$ cat src/aesr_pkg.sv
// Constants shared by the accelerometer error/status reporter.
// Assumes a 10 MHz core clock; the serial input pins cs_n, sclk and mosi are asynchronous to it.
package aesr_pkg;

  // Frame layout
  localparam int          FRAME_BITS   = 16;
  localparam logic [4:0]  FRAME_CNT    = 5'h10;
  localparam int          CMD_B15      = 15;
  localparam int          CMD_B14      = 14;
  localparam int          CMD_ACC      = 13;
  localparam int          PAR_BIT      = 12;
  localparam int          ADDR_HI      = 12;
  localparam int          ADDR_LO      = 8;
  localparam logic [1:0]  OP_NONE      = 2'h0;
  localparam logic [1:0]  OP_WRITE     = 2'h1;
  localparam logic [1:0]  OP_READ      = 2'h2;
  localparam logic [1:0]  OP_TEST      = 2'h3;
  localparam logic [1:0]  STS_ACCEL    = 2'h1;
  localparam logic [1:0]  STS_ERROR    = 2'h3;

  // Register addresses and fields
  localparam logic [4:0]  CTRL_ADDR    = 5'h01;
  localparam logic [4:0]  STAT_ADDR    = 5'h02;
  localparam int          CTRL_CE_BIT  = 4;
  localparam logic [7:0]  CTRL_RST_VAL = 8'h00;
  localparam logic [7:0]  CTRL_WR_MASK = 8'hef;

  // Error flag positions in the ten data bits of an error frame
  localparam int          FLG_DATA     = 9;
  localparam int          FLG_RESET_OCCURRED_FLAG   = 8;
  localparam int          FLG_INIT     = 7;
  localparam int          FLG_TEMP     = 6;
  localparam int          FLG_OFFSET   = 5;
  localparam int          FLG_AXIS     = 4;
  localparam int          FLG_SPICLK   = 3;
  localparam int          FLG_REQ      = 2;

  // Signed 10-bit result codes
  localparam int          RAW_W        = 12;
  localparam logic signed [11:0] LIN_MAX = 12'sh1fc;
  localparam logic signed [11:0] LIN_MIN = -12'sh1fd;
  localparam logic [9:0]  CODE_OVR     = 10'h1fd;
  localparam logic [9:0]  CODE_OVF     = 10'h1fe;
  localparam logic [9:0]  CODE_UNDR    = 10'h202;
  localparam logic [9:0]  CODE_UNF     = 10'h201;

  // Timing
  localparam int          CLK_MHZ      = 10;
  localparam int          INIT_TIME_US = 3000;
  localparam int          HPF_TIME_US  = 200000;
  localparam int          INIT_CYC     = INIT_TIME_US * CLK_MHZ;
  localparam int          HPF_CYC      = HPF_TIME_US * CLK_MHZ;
  localparam int          INIT_CNT_W   = 22;

  // Offset monitor threshold: 10 percent of full scale
  localparam logic [9:0]  OFS_FULL     = 10'h3ff;
  localparam int          OFS_PCT      = 10;
  localparam logic [9:0]  OFS_LIMIT    = 10'((int'(OFS_FULL) * OFS_PCT) / 100);

  // Odd parity over the whole frame, placed at the parity bit
  function automatic logic [15:0] add_par(input logic [15:0] w);
    logic [15:0] r;
    r          = w;
    r[PAR_BIT] = 1'b0;
    r[PAR_BIT] = ~(^r);
    return r;
  endfunction

  // Error frame carrying exactly one flag
  function automatic logic [15:0] err_word(input int flg);
    logic [15:0] r;
    r        = 16'h0000;
    r[11:10] = STS_ERROR;
    r[flg]   = 1'b1;
    return add_par(r);
  endfunction

endpackage

$ cat src/aesr_sync.sv
// Two-stage synchroniser for a group of asynchronous pin inputs.
// Assumes the inputs are independent levels; no bus coherency is implied.
`timescale 1ns/100ps
module aesr_sync #(
  parameter int W = 3
) (
  input  wire logic         clk,
  input  wire logic         rst,
  input  wire logic         clk_en,
  input  wire logic [W-1:0] d,
  output logic      [W-1:0] q
);
  logic [W-1:0] meta_r;

  always_ff @(posedge clk) begin
    if (rst) begin
      meta_r <= '0;
      q      <= '0;
    end else if (clk_en) begin
      meta_r <= d;
      q      <= meta_r;
    end
  end
endmodule

$ cat src/aesr_encode.sv
// Maps a raw signed filter result onto the signed 10-bit output code.
// Assumes the raw value and its overflow flag come from the core clock domain.
`timescale 1ns/100ps
module aesr_encode (
  input  wire logic                    clk,
  input  wire logic                    rst,
  input  wire logic                    clk_en,
  input  wire logic signed [11:0]      raw,
  input  wire logic                    ovf,
  output logic                   [9:0] signed_output_value
);
  logic [9:0] code_nxt;
  wire        pos_ovf = ovf & ~raw[11];
  wire        neg_ovf = ovf & raw[11];

  // Two's complement, bit 9 is the sign
  assign code_nxt = pos_ovf                  ? aesr_pkg::CODE_OVF :
                    neg_ovf                  ? aesr_pkg::CODE_UNF :
                    (raw > aesr_pkg::LIN_MAX) ? aesr_pkg::CODE_OVR :
                    (raw < aesr_pkg::LIN_MIN) ? aesr_pkg::CODE_UNDR :
                    raw[9:0];

  always_ff @(posedge clk) begin
    if (rst) begin
      signed_output_value <= 10'h000;
    end else if (clk_en) begin
      signed_output_value <= code_nxt;
    end
  end
endmodule

$ cat src/aesr_top.sv
// Serial-frame error detection, classification and reporting for a
// dual-axis accelerometer, with the signed 10-bit result encoding.
// Assumes cs_n, sclk and mosi arrive asynchronously from an external
// master; fault causes and results come from logic on clk.
`timescale 1ns/100ps

module aesr_top #(
  parameter int INIT_CYCLES = aesr_pkg::INIT_CYC,
  parameter int HPF_CYCLES  = aesr_pkg::HPF_CYC
) (
  input  wire logic               clk,
  input  wire logic               rst,
  input  wire logic               clk_en,
  input  wire logic               cs_n,
  input  wire logic               sclk,
  input  wire logic               mosi,
  output logic                    miso,
  output logic                    miso_oe,
  input  wire logic signed [11:0] accel_x_raw,
  input  wire logic               accel_x_ovf,
  input  wire logic signed [11:0] accel_y_raw,
  input  wire logic               accel_y_ovf,
  input  wire logic               hpf_select,
  input  wire logic               offset_monitor_enable,
  input  wire logic        [9:0]  offset_monitor,
  input  wire logic        [7:0]  temp_reading,
  input  wire logic        [7:0]  temp_lo_limit,
  input  wire logic        [7:0]  temp_hi_limit,
  input  wire logic               parity_fault,
  input  wire logic               osc_fault,
  output logic             [7:0]  device_status_register,
  output logic             [7:0]  device_control_register,
  output logic                    reset_occurred_flag,
  output logic                    init_active
);

  typedef enum logic {AESR_IDLE, AESR_FRAME} aesr_state_t;

  aesr_state_t state_r;
  logic [2:0]  pins_s;
  logic        cs_d_r;
  logic        sclk_d_r;
  logic [15:0] rx_r;
  logic [15:0] tx_r;
  logic [15:0] resp_r;
  logic [15:0] resp_nxt;
  logic [4:0]  edge_cnt_r;
  logic        hi_at_sel_r;
  logic        first_r;
  logic        data_err_r;
  logic        temp_flag_r;
  logic        ofs_flag_r;
  logic [aesr_pkg::INIT_CNT_W-1:0] init_cnt_r;
  logic [9:0]  value;

  aesr_sync #(
    .W (3)
  ) u_sync (
    .clk    (clk),
    .rst    (rst),
    .clk_en (clk_en),
    .d      ({~cs_n, sclk, mosi}),
    .q      (pins_s)
  );

  // Select travels inverted so a flushed synchroniser reads as idle
  wire cs_s   = ~pins_s[2];
  wire sclk_s = pins_s[1];
  wire mosi_s = pins_s[0];

  // Edges seen on the synchronised pins
  wire sel_start = cs_d_r & ~cs_s;
  wire sel_end   = ~cs_d_r & cs_s;
  wire sck_rise  = ~cs_s & ~sclk_d_r & sclk_s;
  wire sck_fall  = ~cs_s & sclk_d_r & ~sclk_s;
  wire frame_end = (state_r == AESR_FRAME) & sel_end;

  // Command decode of the frame just received
  wire [1:0] op       = rx_r[aesr_pkg::CMD_B15:aesr_pkg::CMD_B14];
  wire       is_acc   = rx_r[aesr_pkg::CMD_ACC];
  wire       axis_sel = rx_r[aesr_pkg::CMD_B14];
  wire [4:0] addr     = rx_r[aesr_pkg::ADDR_HI:aesr_pkg::ADDR_LO];
  wire [7:0] wdata    = rx_r[7:0];

  wire spi_err  = (edge_cnt_r != aesr_pkg::FRAME_CNT) | hi_at_sel_r;
  wire axis_err = is_acc & rx_r[aesr_pkg::CMD_B15];
  wire req_err  = ~is_acc & ((op == aesr_pkg::OP_NONE) |
                  ((op == aesr_pkg::OP_WRITE) & (addr != aesr_pkg::CTRL_ADDR)));
  wire wr_ok    = ~spi_err & ~is_acc & (op == aesr_pkg::OP_WRITE) &
                  (addr == aesr_pkg::CTRL_ADDR);
  wire clr_err  = frame_end & wr_ok & wdata[aesr_pkg::CTRL_CE_BIT];

  // Fault causes
  wire temp_cause = (temp_reading > temp_hi_limit) |
                    (temp_reading < temp_lo_limit);
  wire ofs_cause  = offset_monitor_enable &
                    (offset_monitor >= aesr_pkg::OFS_LIMIT);

  // Initialization length depends on the high-pass filter choice
  wire [aesr_pkg::INIT_CNT_W-1:0] init_len =
    aesr_pkg::INIT_CNT_W'(INIT_CYCLES) +
    (hpf_select ? aesr_pkg::INIT_CNT_W'(HPF_CYCLES) : '0);
  wire init_busy = init_cnt_r < init_len;

  aesr_encode u_encode (
    .clk                 (clk),
    .rst                 (rst),
    .clk_en              (clk_en),
    .raw                 (axis_sel ? accel_y_raw : accel_x_raw),
    .ovf                 (axis_sel ? accel_y_ovf : accel_x_ovf),
    .signed_output_value (value)
  );

  // Register read data
  wire [7:0] stat_val = {2'b00, osc_fault, data_err_r, ofs_flag_r,
                         temp_flag_r, init_busy, reset_occurred_flag};
  wire [7:0] rd_val   = (addr == aesr_pkg::STAT_ADDR) ? stat_val :
                        (addr == aesr_pkg::CTRL_ADDR) ? device_control_register :
                        8'h00;

  // Normal answers by command type
  wire [15:0] acc_word = aesr_pkg::add_par({2'b00, axis_sel, 1'b0,
                                            aesr_pkg::STS_ACCEL, value});
  wire [15:0] reg_word = (op == aesr_pkg::OP_TEST) ? {rx_r[15:8], stat_val} :
                         (op == aesr_pkg::OP_READ) ? {rx_r[15:8], rd_val} :
                         {rx_r[15:8], device_control_register};

  // Response selection; earlier lines win
  always_comb begin
    if (data_err_r) begin
      resp_nxt = aesr_pkg::err_word(aesr_pkg::FLG_DATA);
    end else if (first_r) begin
      resp_nxt = aesr_pkg::err_word(aesr_pkg::FLG_RESET_OCCURRED_FLAG);
    end else if (spi_err) begin
      resp_nxt = aesr_pkg::err_word(aesr_pkg::FLG_SPICLK);
    end else if (is_acc & init_busy) begin
      resp_nxt = aesr_pkg::err_word(aesr_pkg::FLG_INIT);
    end else if (is_acc & temp_flag_r) begin
      resp_nxt = aesr_pkg::err_word(aesr_pkg::FLG_TEMP);
    end else if (is_acc & ofs_flag_r) begin
      resp_nxt = aesr_pkg::err_word(aesr_pkg::FLG_OFFSET);
    end else if (axis_err) begin
      resp_nxt = aesr_pkg::err_word(aesr_pkg::FLG_AXIS);
    end else if (req_err) begin
      resp_nxt = aesr_pkg::err_word(aesr_pkg::FLG_REQ);
    end else if (is_acc) begin
      resp_nxt = acc_word;
    end else begin
      resp_nxt = reg_word;
    end
  end

  // Frame sequencing and serial shifting
  always_ff @(posedge clk) begin
    if (rst) begin
      state_r     <= AESR_IDLE;
      cs_d_r      <= 1'b1;
      sclk_d_r    <= 1'b0;
      rx_r        <= 16'h0000;
      tx_r        <= 16'h0000;
      edge_cnt_r  <= 5'h00;
      hi_at_sel_r <= 1'b0;
    end else if (clk_en) begin
      cs_d_r   <= cs_s;
      sclk_d_r <= sclk_s;
      case (state_r)
        AESR_IDLE: begin
          if (sel_start) begin
            state_r     <= AESR_FRAME;
            tx_r        <= resp_r;
            edge_cnt_r  <= 5'h00;
            hi_at_sel_r <= sclk_s;
          end
        end
        AESR_FRAME: begin
          if (sel_end) begin
            state_r <= AESR_IDLE;
          end else begin
            if (sck_rise) begin
              rx_r <= {rx_r[14:0], mosi_s};
              if (edge_cnt_r != 5'h1f) begin
                edge_cnt_r <= edge_cnt_r + 5'h01;
              end
            end
            if (sck_fall) begin
              tx_r <= {tx_r[14:0], 1'b0};
            end
          end
        end
        default: state_r <= AESR_IDLE;
      endcase
    end
  end

  // Data output pin
  always_ff @(posedge clk) begin
    if (rst) begin
      miso    <= 1'b0;
      miso_oe <= 1'b0;
    end else if (clk_en) begin
      miso_oe <= ~cs_s;
      if (osc_fault) begin
        miso <= ~cs_s;
      end else if (sel_start) begin
        miso <= resp_r[15];
      end else if (sck_fall) begin
        miso <= tx_r[14];
      end
    end
  end

  // Response latched at the end of each frame, sent in the next one
  always_ff @(posedge clk) begin
    if (rst) begin
      resp_r  <= 16'h0000;
      first_r <= 1'b1;
    end else if (clk_en) begin
      if (frame_end) begin
        resp_r  <= resp_nxt;
        first_r <= 1'b0;
      end
    end
  end

  // Sticky fault flags
  always_ff @(posedge clk) begin
    if (rst) begin
      data_err_r  <= 1'b0;
      temp_flag_r <= 1'b0;
      ofs_flag_r  <= 1'b0;
    end else if (clk_en) begin
      data_err_r  <= data_err_r | parity_fault;
      temp_flag_r <= temp_cause | (temp_flag_r & ~clr_err);
      ofs_flag_r  <= ofs_cause | (ofs_flag_r & ~clr_err);
    end
  end

  // Reset-occurred flag and initialization timer
  always_ff @(posedge clk) begin
    if (rst) begin
      reset_occurred_flag <= 1'b1;
      init_cnt_r          <= '0;
      init_active         <= 1'b1;
    end else if (clk_en) begin
      if (clr_err & ~init_busy) begin
        reset_occurred_flag <= 1'b0;
      end
      if (init_busy) begin
        init_cnt_r <= init_cnt_r + aesr_pkg::INIT_CNT_W'(1'b1);
      end
      init_active <= init_busy;
    end
  end

  // Control and status registers
  always_ff @(posedge clk) begin
    if (rst) begin
      device_control_register <= aesr_pkg::CTRL_RST_VAL;
      device_status_register  <= 8'h00;
    end else if (clk_en) begin
      if (frame_end & wr_ok) begin
        device_control_register <= wdata & aesr_pkg::CTRL_WR_MASK;
      end
      device_status_register <= stat_val;
    end
  end

endmodule

$ cat config.mk
export PLATFORM = sky130hd
export DESIGN_NAME = aesr_top
export DESIGN_NICKNAME = d
export VERILOG_FILES = /design/src/aesr_pkg.sv /design/src/aesr_sync.sv /design/src/aesr_encode.sv /design/src/aesr_top.sv
export SDC_FILE = /design/constraint.sdc
export NUM_CORES = 1
export LEC_CHECK = 0
export BUFFER_PORTS_ARGS = -buffer_cell sky130_fd_sc_hd__buf_2
export CAP_MARGIN = 40
export CORE_UTILIZATION = 57
export DETAILED_ROUTE_END_ITERATION = 10
export HOLD_SLACK_MARGIN = 0.03
export PLACE_DENSITY_LB_ADDON = 0.1
export SLEW_MARGIN = 20
export SYNTH_ARGS = -nofsm -noshare
export SYNTH_HDL_FRONTEND = slang
export SYNTH_SLANG_ARGS = --single-unit
$ cat constraint.sdc
create_clock -name clk -period 3.6 [get_ports clk]
set_input_delay 0.72 -clock clk [delete_from_list [all_inputs] [get_ports clk]]
set_output_delay 0.72 -clock clk [all_outputs]
set_load 0.02 [all_outputs]
==> results.md <==
* GP Congestion at 0.923
* Top cell type's share of synthesized area at 37.9%
* Worst path slowest cell: or3_1
* Final non-filler cell total at 950
* Mapped Area at 6080 µm²
* Via count at 5635
* Setup TNS Final at 0 ns
* Xor and xnor area share after synthesis at 2.82%
* Peak supply drop at 0.000294 V
* Hold WC Path Type: primary input to register
* Status: complete, no violations
* Clock root buffer: clkbuf_8
* Worst R2R Setup Slack at 0.97 ns
* RSZ-0062 raised after global routing: false
* Max Clock Freq at 377 MHz
* Period Utilization, post-route at 73.6%
* First-pass GRT wire length at 24900 µm
* Synth Flop Type: dfxtp_1
* # setup viols final at 0
* Drt wl/cell at 15.7 µm
* Worst R2R End: init_cnt_r[4]$_SDFFE_PP0P_
* Worst-Margin Slew at 0.688 ns
* CTS max path bufs at 2
* Dpl hpwl at 10700 µm
* Slew Viols, Final at 0
* Final min period at 2.65 ns
* Htree depth at 4
* DRT antenna net count at 0
* Antenna Cells at 0
* Fin nets at 898
* Standard-cell rows at 37
* Sequential fraction of the synthesis area at 37.9%
* Dpl ws at 0.433 ns
* Crit path from: hpf_select
* Top post-synthesis cells by area: dfxtp_1 38%, mux2i_1 6.1%, ha_1 5.6%, nand2_1 5.6%, a21oi_1 4.4%
* Main combinational cell family by area after synthesis: simple AND/OR/NAND/NOR gates
* Buf+Inv Stages, Crit Path at 4
* Die ar. at 11100 µm²
* Worst hold path stage count at 2
* Vias in the first global route at 5230
* Area used by multi-input combinational logic at 3530 µm²
* Largest net degree at the start of global routing at 84
* Post-cts resize count at 0
* CP Capture Type: register
* Area grow syn2layout at 18.1%
* Final Hold Fails at 0
* Total track usage at 28.0%
* Synth async-reset ratio at 0%
* Routed WL at 14900 µm
* Worst path cell trace: buf_2 > inv_1 > ha_1 > a211oi_1 > nand2_1 > o31ai_4 > buf_4 > nand3_1 > buf_4 > or3_1 > a21oi_1
* Port Buf Inserts at 85
* Setup ws final at 0.950 ns
* Power density over cell area at 443 nW/µm²
* Adder-cell share of the synthesized area at 5.55%
* WP depth at 11
* CP Class: primary input to register
* Share of layout cells above drive strength 1 at 18.7%
* Cell mode on critical path: buf_4
* Placed cells at 918
* Leakage at 2.81 nW
* Reg-to-Reg Start: init_cnt_r[20]$_SDFFE_PP0P_
* Max-cap violations at 0
* I/O pin count at 90
* Leading area contributor after synthesis: dfxtp_1
* Most frequent cell after synthesis: dfxtp_1
* Slew headroom at 54.1%
* Mapped Cells at 724
* TritonCTS clock tree: built
* Worst setup path endpoint: init_cnt_r[4]$_SDFFE_PP0P_
* Post-synth EDFFs at 0
* Number of distinct library cells after synthesis at 65
* Die height at 105 µm
* Mux share of post-synthesis cell area at 8.68%
* Critical Path RT at 4.06 ns
* Synth Area in Simple Gates at 22.8%
* Crit-path leading delay family: compound AO/OA/AOI/OAI gates
* DRC violations left at 0
* WP data arrival at 3.11 ns
* Clock-pin slew on the worst setup and hold paths at 0.06 ns
* GR Overflow Total at 0
* DIE WIDTH at 105 µm
* CTS buffer count at 17
* Core area at 10300 µm²
* Hold Buf Count CTS at 0
* Worst Path Max Fanout at 10
* Pre-antenna DRT Iters at 5
* Clock Skew at 0.00543 ns
* Filler cell count at 843
* Synthesized flop and latch total at 115
* Complex-gate fraction of the synthesized area at 17.8%
* CTS sink cnt at 115
* Clk Latency, worst-skew pair at 0.53 ns
* CP peak stage delay at 0.35 ns
* Worst Reg-to-Reg Cells at 9
* Iteration-0 DRC Markers at 330
* FF+latch area at 2300 µm²
* Initial antenna violation count at 0
* Synth Area per Inst at 8.40 µm²
* Total power at 3.19 mW
* Crit start category: primary input
* Post-synth top cells: 115 x dfxtp_1, 90 x nand2_1, 69 x nor2_1
* Initial core utilization at 58.9%
* Vias/cell at 5.93
* YS warnings at 0
* # Post-CTS Setup Buffers at 0
[power by group]
| group | total, mW | switching [mW] | internal, mW |
|---|---|---|---|
| combinational | 0.269 | 0.141 | 0.128 |
| sequential | 1.34 | 0.0319 | 1.30 |
| clock | 1.58 | 0.568 | 1.01 |
| total | 3.19 | 0.741 | 2.44 |
[routing by layer]
layer  GRT usage (%)  wire length [µm]  up-vias
met5               0                 0        -
met4            10.3               231        0
met3            5.44               820       29
met2            46.3              7070      195
met1            36.2              6750     2655
li1                -                 -     2756
[registers in the layout (all words and copies together) (netlist names), 3 cells and up]
register	flops
u_sync.q	3
edge_cnt_r	5
resp_r	16
u_encode.signed_output_value	10
u_sync.meta_r	3
init_cnt_r	22
tx_r	15
device_control_register	7
rx_r	16
device_status_register	6
[kinds of logic (layout without fill, tap and decap cells)]
kind of cell,count (synthesis),after routing
xor gates and xnor gates,18,18
buffers and inverters,67,155
AOI/OAI and AO/OA,163,163
DFF,115,115
other,1,3
and+or+nand+nor,282,282
adders and majority gates,27,27
muxes,51,51
[worst min path at each step]
stage	startpoint	end	slack, ns
finish	cs_n	u_sync.meta_r[2]$_SDFFE_PP0P_	0.39
global route	cs_n	u_sync.meta_r[2]$_SDFFE_PP0P_	0.39
CTS	cs_n	u_sync.meta_r[2]$_SDFFE_PP0P_	0.39
detailed placement	resp_r[12]$_SDFFE_PP0P_	resp_r[12]$_SDFFE_PP0P_	0.45
global placement	resp_r[12]$_SDFFE_PP0P_	resp_r[12]$_SDFFE_PP0P_	0.44
floorplan	resp_r[3]$_SDFFE_PP0P_	resp_r[3]$_SDFFE_PP0P_	0.42
[cell type report]
cell class	instances	area share, %
tap	136	2.37
timing repair buffer	96	7.24
inverter	27	1.41
sequential	115	32.0
clock buffer	22	6.30
clock inverter	10	1.50
multi-input combinational	544	49.1
[placed cells by master (no fill, tap or decap), types with 16 or more instances in the layout]
cell and n:
nand3_1 22, inv_1 27, o21ai_0 22, mux2i_1 37, clkbuf_16 16, nand2_1 90, ha_1 27, dfxtp_1 115
buf_2 85, nor2_1 69, a211oi_1 20, a21oi_1 52
[metrics by stage]
stage	hold WS (ns)	utilization (%)	area [µm²]
floorplan	0.419	-	6090
global placement	0.441	64.2	6620
detailed placement	0.446	64.2	6620
CTS	0.387	69.6	7180
global route	0.394	69.6	7180
finish	0.395	69.6	7180
No activity file was read; power rests on OpenSTA's default activity.
